`src/rtl/mlei_pkg.sv`:
```
// package: constants and carrier types for the mode latch and external interrupt block
package mlei_pkg;
    localparam int unsigned SYS_CLK_MHZ = 200;
    // strap-to-interrupt handover delay after reset release, in ns
    localparam int unsigned PLL_SETTLE_NS = 2000;
    localparam int unsigned PLL_SETTLE_CYC = (PLL_SETTLE_NS * SYS_CLK_MHZ) / 1000;
    localparam int unsigned SETTLE_W = 12;
    localparam int unsigned RST_SYNC_STAGES = 2;
    localparam logic [2:0] MODE_RESET_VAL = 3'h0;
    localparam logic [2:0] TRIG_RESET_VAL = 3'h0;
    localparam int unsigned IRQ_A_POS = 0;
    localparam int unsigned IRQ_B_POS = 1;
    localparam int unsigned NMI_POS = 2;
    localparam int unsigned NUM_REQ = 3;

    typedef enum logic [1:0] {
        MLEI_ST_RESET = 2'b00,
        MLEI_ST_SETTLE = 2'b01,
        MLEI_ST_RUN = 2'b10
    } mlei_state_t;

    typedef struct packed {
        logic [2:0] mode;
        logic pll_enable_bit;
        logic clkout_polarity;
    } mlei_straps_t;

    typedef struct packed {
        logic nmi;
        logic irq_b;
        logic irq_a;
    } mlei_reqs_t;
endpackage

```
`src/rtl/mlei_top.sv`:
```
// top: reset release, strap capture, mode register and request channels
`timescale 1ns/1ps

module mlei_top
    import mlei_pkg::*;
(
    input wire logic sys_clk,
    input wire logic resetn,
    input wire logic mode_strap_a,
    input wire logic mode_strap_b,
    input wire logic mode_strap_c,
    input wire logic pll_init_strap,
    input wire logic clkout_polarity_strap,
    input wire logic [2:0] trig_edge_sel,
    input wire logic irq_a_mask,
    input wire logic irq_b_mask,
    input wire logic [2:0] int_ack,
    input wire logic mode_wr,
    input wire logic [2:0] mode_wr_data,
    input wire logic pll_en_wr,
    input wire logic pll_en_wr_data,
    input wire logic in_stop,
    input wire logic clk_src,
    output logic core_rst_n,
    output logic [2:0] op_mode,
    output logic pll_enable_bit,
    output logic clkout_polarity,
    output logic clock_output,
    output logic ints_active,
    output logic ext_int_req_a,
    output logic ext_int_req_b,
    output logic nmi_req,
    output logic stop_wake
);
    logic [RST_SYNC_STAGES-1:0] rst_sync_q, rst_sync_d;
    mlei_state_t state_q, state_d;
    logic [SETTLE_W-1:0] cnt_q, cnt_d;
    mlei_straps_t straps_q, straps_d;
    logic clk_out_q, clk_out_d;
    logic [NUM_REQ-1:0] pins_n;
    logic [NUM_REQ-1:0] pend;
    logic [NUM_REQ-1:0] lvl_low;
    logic active;
    mlei_reqs_t reqs;

    // internal reset: asserted asynchronously, released on a clock edge
    always_comb begin
        rst_sync_d = {rst_sync_q[RST_SYNC_STAGES-2:0], 1'b1};
    end

    always_ff @(posedge sys_clk or negedge resetn) begin
        if (!resetn) begin
            rst_sync_q <= '0;
        end else begin
            rst_sync_q <= rst_sync_d;
        end
    end

    assign core_rst_n = rst_sync_q[RST_SYNC_STAGES-1];

    always_comb begin
        state_d = state_q;
        cnt_d = cnt_q;
        straps_d = straps_q;
        case (state_q)
            MLEI_ST_RESET: begin
                // first clocked cycle after release: catch straps
                straps_d.mode = {mode_strap_c, mode_strap_b, mode_strap_a};
                straps_d.pll_enable_bit = pll_init_strap;
                straps_d.clkout_polarity = clkout_polarity_strap;
                cnt_d = '0;
                state_d = MLEI_ST_SETTLE;
            end
            MLEI_ST_SETTLE: begin
                cnt_d = cnt_q + SETTLE_W'(1);
                if (cnt_q == SETTLE_W'(PLL_SETTLE_CYC - 1)) begin
                    state_d = MLEI_ST_RUN;
                end
            end
            MLEI_ST_RUN: begin
                if (mode_wr) begin
                    straps_d.mode = mode_wr_data;
                end
                if (pll_en_wr) begin
                    straps_d.pll_enable_bit = pll_en_wr_data;
                end
            end
            default: begin
                state_d = MLEI_ST_RESET;
            end
        endcase
    end

    always_ff @(posedge sys_clk or negedge core_rst_n) begin
        if (!core_rst_n) begin
            state_q <= MLEI_ST_RESET;
            cnt_q <= '0;
            straps_q <= '{mode: MODE_RESET_VAL, pll_enable_bit: 1'b0, clkout_polarity: 1'b0};
        end else begin
            state_q <= state_d;
            cnt_q <= cnt_d;
            straps_q <= straps_d;
        end
    end

    // clock output follows the source with the strapped polarity
    always_comb begin
        clk_out_d = clk_src ^ straps_q.clkout_polarity;
    end

    always_ff @(posedge sys_clk or negedge core_rst_n) begin
        if (!core_rst_n) begin
            clk_out_q <= 1'b0;
        end else begin
            clk_out_q <= clk_out_d;
        end
    end

    assign active = (state_q == MLEI_ST_RUN);
    assign pins_n = {mode_strap_c, mode_strap_b, mode_strap_a};

    generate
        for (genvar i = 0; i < NUM_REQ; i++) begin : g_chan
            mlei_req_chan u_chan (
                .sys_clk(sys_clk),
                .rst_n(core_rst_n),
                .pin_n(pins_n[i]),
                .active(active),
                .edge_mode(trig_edge_sel[i]),
                .ack(int_ack[i]),
                .pending(pend[i]),
                .level_low(lvl_low[i])
            );

            ack_clear_a: assert property (@(posedge sys_clk) disable iff (!core_rst_n)
                (trig_edge_sel[i] && int_ack[i] && !lvl_low[i])
                |=> (!trig_edge_sel[i] || !pend[i]))
                else $error("acknowledge did not clear the pending request");
        end
    endgenerate

    assign reqs.irq_a = pend[IRQ_A_POS] && !irq_a_mask;
    assign reqs.irq_b = pend[IRQ_B_POS] && !irq_b_mask;
    assign reqs.nmi = pend[NMI_POS];

    assign ext_int_req_a = reqs.irq_a;
    assign ext_int_req_b = reqs.irq_b;
    assign nmi_req = reqs.nmi;
    assign stop_wake = in_stop && (lvl_low[IRQ_A_POS] || pend[IRQ_A_POS]);
    assign op_mode = straps_q.mode;
    assign pll_enable_bit = straps_q.pll_enable_bit;
    assign clkout_polarity = straps_q.clkout_polarity;
    assign clock_output = clk_out_q;
    assign ints_active = active;

    // assertion helper: cycles from strap capture until the requests go live
    logic [SETTLE_W-1:0] settle_seen_q, settle_seen_d;

    always_comb begin
        settle_seen_d = settle_seen_q;
        if (state_q == MLEI_ST_RESET) begin
            settle_seen_d = '0;
        end else if (!active && (settle_seen_q != '1)) begin
            settle_seen_d = settle_seen_q + SETTLE_W'(1);
        end
    end

    always_ff @(posedge sys_clk or negedge core_rst_n) begin
        if (!core_rst_n) begin
            settle_seen_q <= '0;
        end else begin
            settle_seen_q <= settle_seen_d;
        end
    end

    // the sampled core_rst_n keeps the release edge itself, still a reset edge, out
    strap_capture_a: assert property (@(posedge sys_clk) disable iff (!core_rst_n)
        (core_rst_n && state_q == MLEI_ST_RESET) |=> (op_mode == $past(pins_n)))
        else $error("mode not latched at reset release");
    pll_capture_a: assert property (@(posedge sys_clk) disable iff (!core_rst_n)
        (core_rst_n && state_q == MLEI_ST_RESET) |=> (pll_enable_bit == $past(pll_init_strap)))
        else $error("pll enable not taken from strap");
    pol_hold_a: assert property (@(posedge sys_clk) disable iff (!core_rst_n)
        (state_q != MLEI_ST_RESET) |=> $stable(clkout_polarity))
        else $error("clock polarity changed after reset");
    clk_follow_a: assert property (@(posedge sys_clk) disable iff (!core_rst_n)
        $past(core_rst_n) |-> (clock_output == ($past(clk_src) ^ $past(clkout_polarity))))
        else $error("clock output does not follow source and polarity");
    no_int_settle_a: assert property (@(posedge sys_clk) disable iff (!core_rst_n)
        (state_q != MLEI_ST_RUN) |-> !(ext_int_req_a || ext_int_req_b || nmi_req))
        else $error("request raised before handover");
    settle_len_a: assert property (@(posedge sys_clk) disable iff (!core_rst_n)
        $rose(active) |-> (settle_seen_q == SETTLE_W'(PLL_SETTLE_CYC)))
        else $error("handover delay differs from the settling count");
    mode_write_a: assert property (@(posedge sys_clk) disable iff (!core_rst_n)
        (active && mode_wr) |=> (op_mode == $past(mode_wr_data)))
        else $error("software mode write lost");
    settle_write_a: assert property (@(posedge sys_clk) disable iff (!core_rst_n)
        (state_q == MLEI_ST_SETTLE && mode_wr) |=> $stable(op_mode))
        else $error("mode write accepted before handover");
    wake_a: assert property (@(posedge sys_clk) disable iff (!core_rst_n)
        (in_stop && lvl_low[IRQ_A_POS]) |-> stop_wake)
        else $error("request a did not wake from stop");
    a_masked_a: assert property (@(posedge sys_clk) disable iff (!core_rst_n)
        irq_a_mask |-> !ext_int_req_a)
        else $error("masked request a reached the core");
    b_masked_a: assert property (@(posedge sys_clk) disable iff (!core_rst_n)
        irq_b_mask |-> !ext_int_req_b)
        else $error("masked request b reached the core");
    rst_hold_a: assert property (@(posedge sys_clk)
        (!resetn) |=> !core_rst_n)
        else $error("internal reset not held");
    nmi_unmask_a: assert property (@(posedge sys_clk) disable iff (!core_rst_n)
        pend[NMI_POS] |-> nmi_req)
        else $error("non-maskable request was masked");
endmodule

```
`src/rtl/mlei_req_chan.sv`:
```
// one external request channel: synchroniser, edge detect, pending flag
`timescale 1ns/1ps
module mlei_req_chan
    import mlei_pkg::*;
(
    input wire logic sys_clk,
    input wire logic rst_n,
    input wire logic pin_n,
    input wire logic active,
    input wire logic edge_mode,
    input wire logic ack,
    output logic pending,
    output logic level_low
);
    logic meta_q, meta_d;
    logic sync_q, sync_d;
    logic prev_q, prev_d;
    logic flag_q, flag_d;
    logic fall;

    always_comb begin
        meta_d = pin_n;
        sync_d = meta_q;
        prev_d = sync_q;
        fall = active && prev_q && !sync_q;
        flag_d = flag_q;
        if (ack || !edge_mode || !active) begin
            flag_d = 1'b0;
        end
        if (fall && edge_mode) begin
            flag_d = 1'b1;
        end
    end

    always_ff @(posedge sys_clk or negedge rst_n) begin
        if (!rst_n) begin
            meta_q <= 1'b1;
            sync_q <= 1'b1;
            prev_q <= 1'b1;
            flag_q <= 1'b0;
        end else begin
            meta_q <= meta_d;
            sync_q <= sync_d;
            prev_q <= prev_d;
            flag_q <= flag_d;
        end
    end

    assign level_low = active && !sync_q;
    assign pending = edge_mode ? flag_q : level_low;

    // a fall in the same cycle as an acknowledge must still leave the flag set
    edge_pend_a: assert property (@(posedge sys_clk) disable iff (!rst_n)
        (edge_mode && active && $fell(sync_q)) |=> flag_q)
        else $error("falling edge did not set pending");
    level_pend_a: assert property (@(posedge sys_clk) disable iff (!rst_n)
        (!edge_mode && active && $past(active, 2)) |-> (pending == !$past(pin_n, 2)))
        else $error("level pending does not follow input");
    // the release edge itself still resets the stages, so look only at settled history
    sync_delay_a: assert property (@(posedge sys_clk) disable iff (!rst_n)
        $past(rst_n, 2) |-> (sync_q == $past(pin_n, 2)))
        else $error("request not synchronised in two stages");
endmodule

```
`config.mk`:
```
export PLATFORM = sky130hd
export DESIGN_NAME = mlei_top
export DESIGN_NICKNAME = d
export VERILOG_FILES = /design/src/rtl/mlei_pkg.sv /design/src/rtl/mlei_top.sv /design/src/rtl/mlei_req_chan.sv
export SDC_FILE = /design/constraint.sdc
export NUM_CORES = 1
export LEC_CHECK = 0
export ABC_CLOCK_PERIOD_IN_PS = 1300
export BUFFER_PORTS_ARGS = -buffer_cell sky130_fd_sc_hd__buf_2
export CAP_MARGIN = 10
export CORE_MARGIN = 5
export CORE_UTILIZATION = 44
export CTS_CLUSTER_DIAMETER = 200
export DETAILED_ROUTE_END_ITERATION = 7
export PLACE_DENSITY_LB_ADDON = 0.2
export SYNTH_ARGS = -nofsm -noshare
export SYNTH_HDL_FRONTEND = slang
export SYNTH_SLANG_ARGS = --single-unit
```
`constraint.sdc`:
```
create_clock -name sys_clk -period 1.3 [get_ports sys_clk]
set_clock_uncertainty 0.2 [all_clocks]
set_input_delay 0.065 -clock sys_clk [delete_from_list [all_inputs] [get_ports sys_clk]]
set_output_delay 0.065 -clock sys_clk [all_outputs]
set_load 0.03 [all_outputs]
```
Word level (Yosys, flattened, before mapping)
Index checks and enable logic that the tools add are counted.
{ "totals": {"out_inout_bits": 12, "wordCells": 83, "regBits": 34, "input_bits": 23} }
{ "classes": {"addsub": 1, "reduce_logical": 40, "eq_ne": 6, "bitwise": 2, "muxes": 15} }
{ "ops": {"columns": ["op", "n"], "rows": [
  ["$pmux 12 s2", 1],
  ["$logic_and 1x1->1", 15],
  ["$add 12x1->12 const B", 1],
  ["$eq 12x9->1 const B", 1],
  ["$mux 1", 10],
  ["$reduce_bool 2->1", 5],
  ["$logic_not 1->1", 9],
  ["$pmux 4 s2", 1],
  ["$logic_or 1x1->1", 7],
  ["$ne 2x2->1 const B", 3],
  ["$pmux 2 s3", 1],
  ["$reduce_and 2->1", 3],
  ["$mux 3", 1],
  ["$eq 2x1->1 const B", 1],
  ["$eq 2x2->1 const B", 1],
  ["$logic_not 2->1", 1],
  ["$mux 2", 1],
  ["$not 1->1", 1],
  ["$xor 1x1->1", 1]
]} }

Longest topological paths before layout
{ "depth": {"depth_word": 5, "ltp_mapped": 5, "mapped_depth_nobuf": 4} }

Modules after synthesis
From an unflattened synthesis, not the netlist that was laid out.
{ "unflattened": {"cells_unflattened": 136, "area_unflattened_um2": 1508.9} }
{ "modules_own_cells": {"columns": ["mod", "area_per_inst_um2", "n_inst", "seq_area_each_um2", "cells_each"], "rows": [
  ["mlei_top", 1058.5, 1, 550.5, 106],
  ["mlei_req_chan", 150.1, 3, 103.8, 10]
]} }

Worst setup path before layout
Ideal clock, no wire load.
{ "synth_timing": {"kind": "reg-to-output", "startpoint": "reg state_q[0]", "endpoint": "out ext_int_req_a", "required_time_ns": 1.035, "arrival_time_ns": 1.408, "stages_incl_launch_ff": 4, "n_path_buf": 0, "slack_ns": -0.373, "path_cell_list": "dfrtp_1 nand2b_1 or3_1 a21oi_1"} }
{ "synth_between": {"elab_chain_cells": 4} }
{ "synth_rtl": {"columns": ["element", "line_no", "text"], "rows": [
  ["from (decl)", "mlei_top.sv:36", "mlei_state_t state_q, state_d;"],
  ["from (signal assigned)", "mlei_top.sv:100", "state_q <= state_d;"],
  ["$eq 2x2->1", "mlei_top.sv:119", "assign active = (state_q == MLEI_ST_RUN);"],
  ["$logic_and 1x1->1", "mlei_req_chan.sv:49", "assign level_low = active && !sync_q;"],
  ["$mux 1", "mlei_req_chan.sv:50", "assign pending = edge_mode ? flag_q : level_low;"],
  ["$logic_and 1x1->1", "mlei_top.sv:142", "assign reqs.irq_a = pend[IRQ_A_POS] && !irq_a_mask;"],
  ["to (decl)", "mlei_top.sv:30", "output logic ext_int_req_a,"]
]} }
No other way between the ends.

Worst setup path in the final report
Ends and elaborated chain as after synthesis.

==> run summary <==
outcome = finished, violations left
violated checks = setup timing
worst IR drop on VDD = 0.0007090 V
Sw Share = 20.67%
net switching power = 481.1 uW
register area = 868.3 sq um
required time worst endpoint = 1.03 ns
startpoint types = flop
Synth cell types = 29
CP Cell Sequence = nand2b_4 > or3_4 > a21oi_2 > buf_6
largest net degree at the start of global routing = 22
WP data arrival = 1.54 ns
Max Fclk = 0.5533 GHz
final instance area = 2581 sq um
Reg2Reg Setup Slack = -0.43 ns
antenna diode count = 0
Routed WL per cell = 15.68 um
final wirelength = 4.453 mm
global-route wire length before repair = 7.417 mm
Clock transition at path regs = 0.10 ns
met3 usage = 6.568%
ranking of synthesized cells by area = dfrtp_1 42%, dfstp_2 16%, a21oi_1 4.7%
post-layout util = 78.59%
RR Endpoint = cnt_q[8]$_DFFE_PN0P_
most frequent cells in the layout = 31 x buf_4, 28 x buf_2, 20 x dfrtp_1, 20 x dlygate4sd3_1
# clock sinks = 34
Cell Area, Synth = 1478 sq um
commonest non-fill, non-tap cell in the layout = buf_4
clock root cell = clkbuf_4
# H-tree levels = 2
Clock power frac = 43.9%
met2 usage = 37.91%
FF-to-FF Start = state_q[1]$_DFFE_PN0P_
synthesized area per cell = 10.55 sq um
Leak = 1.156 nW
post-synth net total = 164
combinational share of power = 8.2%
Int Power = 1.847 mW
placed insts = 244
Die Wd = 67.95 um
cells after synthesis = 140
setup violators final = 25
total CTS buffers = 5
total grt overflow = 0
Starting Density = 44.99%
Critical Path Max Stage Delay = 0.39 ns
fin cells = 284
ANT nets after route = 0
P per Cell Area = 901.8 nW/um^2
DP Area = 1922 sq um
vias per cell = 5.331
number of synthesis warnings = 0
layout cells sized above 1 = 55.88%
Std-Cell Core Area = 3284 sq um
DRC viols = 0
final setup slack of the worst path = -0.5074 ns
final number of max-transition violations = 0
area of the multi-input gates = 769.5 sq um
DP HPWL = 2.712 mm
GR Util met1 = 26.16%
#FFs+latches synth = 34
worst hold slack = 0.02335 ns
CP delay by family, top = simple AND/OR/NAND/NOR gates
maximum clock path buffer count = 2
Seq pwr share = 47.9%
global routing's busiest layer = met2
full die area = 4617 sq um
Register-to-Register Path Depth = 4
I/O Pins = 35
Port Buffers = 34
RSZ-0062 raised after global routing = true
Final Cycle Share = 139.0%
HP Class = flop to asynchronous set/reset pin
area leader, netlist = dfrtp_1
GPL Wtd Cong = 0.8223
CP Capture Type = primary output
Worst path slowest cell = dfrtp_1
Buf+Inv Stages, Crit Path = 1
Vias = 1,514
layout net count = 261
crit path kind = flop to primary output
GR Util All Layers = 22.16%
1st-pass router iterations = 4
Clock Latency Late Sink = 0.35 ns
maxcap violations = 0
Layout area overhead = 74.68%
initial antenna violation count = 0
Max FO, Critical Path = 4
Fin. Hold Viols = 0
vias in the first global route = 1,604
register area share after synthesis = 58.34%
row cnt = 21
share of the synthesized area in the top cell type = 42.34%
crit path time final = 1.807 ns
Die H = 67.95 um
CTS tree = done
FILL cells = 199
First DRT Iteration DRCs = 46
layer usage:
layer,vias up,wire length (um)
met5,-,0
met4,0,112
met3,14,262
met2,50,2290
met1,747,1787
li1,703,-
cell type report:
cell class	instances	share of cell area, %
multi-input cells	92	29.81
well taps	46	2.230
repair buffers	93	28.31
inverters	11	1.697
clock buffers	6	1.987
flip-flops and latches	34	33.64
clock inverters	2	2.327
metrics by stage:
step / power (mW) / TNS [ns] / setup slack (ns)
6_report: 2.328 / -6.324 / -0.5074
5_1_grt: 2.420 / -7.488 / -0.5576
4_1_cts: 2.326 / -5.603 / -0.5025
3_5_place_dp: 1.268 / -3.215 / -0.3138
3_3_place_gp: 1.262 / -2.370 / -0.2052
2_1_floorplan: 1.190 / -2.038 / -0.3284
worst reg2reg max path, delay by kind of cell (launching register included):
kind	cells	cell delay, ns
simple gates	2	0.71
flops	1	0.43
buf+inv	1	0.17
compound gates	1	0.16
power groups by stage:
| stage | Sequential (mW) | Clock [mW] | Combinational [mW] |
|---|---|---|---|
| after floorplan | 1.17 | 0 | 0.0204 |
| after global placement | 1.13 | 0 | 0.130 |
| after detailed placement | 1.13 | 0 | 0.135 |
| after CTS | 1.12 | 1.03 | 0.184 |
| after global routing | 1.12 | 1.09 | 0.209 |
| final | 1.11 | 1.02 | 0.192 |
synth_stat cells, drive strengths merged:
| cell type | instances |
|---|---|
| conb | 1 |
| o31ai | 5 |
| a41o | 1 |
| dfstp | 9 |
| o21ai | 9 |
| or3 | 6 |
| o22ai | 11 |
| or2 | 1 |
| nand3 | 4 |
| buf | 3 |
| and2 | 2 |
| and3 | 3 |
| xor2 | 1 |
| nand2 | 13 |
| nor2 | 3 |
| inv | 11 |
| nand4b | 1 |
| nand3b | 1 |
| nor4 | 2 |
| or4 | 4 |
| clkbuf | 1 |
| a31oi | 1 |
| ha | 1 |
| nand2b | 3 |
| a21oi | 14 |
| mux2i | 2 |
| dfrtp | 25 |
| nand4 | 2 |
repair_timing:
action / 4_1_cts / 5_1_grt
endpoints found under the setup margin: 23 / 28
hold buffers: 20 / 0
endpoints found under the hold margin: 14 / 0
buffers inserted: 8 / 5
gates resized for setup: 44 / 21
pin swaps: 11 / 6
gates cloned: 1 / 0
registers in the layout, indices dropped and copies added (netlist names):
register	flops
pll_enable_bit	1
clkout_polarity	1
g_chan.u_chan.prev_d	3
op_mode	3
rst_sync_q	2
cnt_q	12
state_q	2
g_chan.u_chan.meta_q	3
clock_output	1
g_chan.u_chan.flag_q	3
g_chan.u_chan.prev_q	3
worst max path at each step:
stage	slack, ns	start	cells past startpoint	endpoint
floorplan	-0.33	state_q[1]$_DFFE_PN0P_	5	cnt_q[9]$_DFFE_PN0P_
finish	-0.51	state_q[0]$_DFFE_PN0P_	4	ext_int_req_a
global route	-0.56	state_q[0]$_DFFE_PN0P_	4	ext_int_req_a
detailed placement	-0.31	cnt_q[0]$_DFFE_PN0P_	4	cnt_q[8]$_DFFE_PN0P_
CTS	-0.50	state_q[0]$_DFFE_PN0P_	4	ext_int_req_a
global placement	-0.21	state_q[0]$_DFFE_PN0P_	4	ext_int_req_a
logic make-up (layout without fill, tap and decap cells):
family / count (synthesis) / after routing / share of synthesized area [%]
simple gates: 45 / 46 / 17.61
compound gates: 41 / 41 / 16.09
flops: 34 / 34 / 58.34
buf+inv: 15 / 112 / 4.910
mux: 2 / 2 / 1.355
fa+ha+maj: 1 / 1 / 0.8466
other cells: 1 / 1 / 0.2538
xor+xnor: 1 / 1 / 0.5928
No activity file was read; power rests on OpenSTA's default activity.
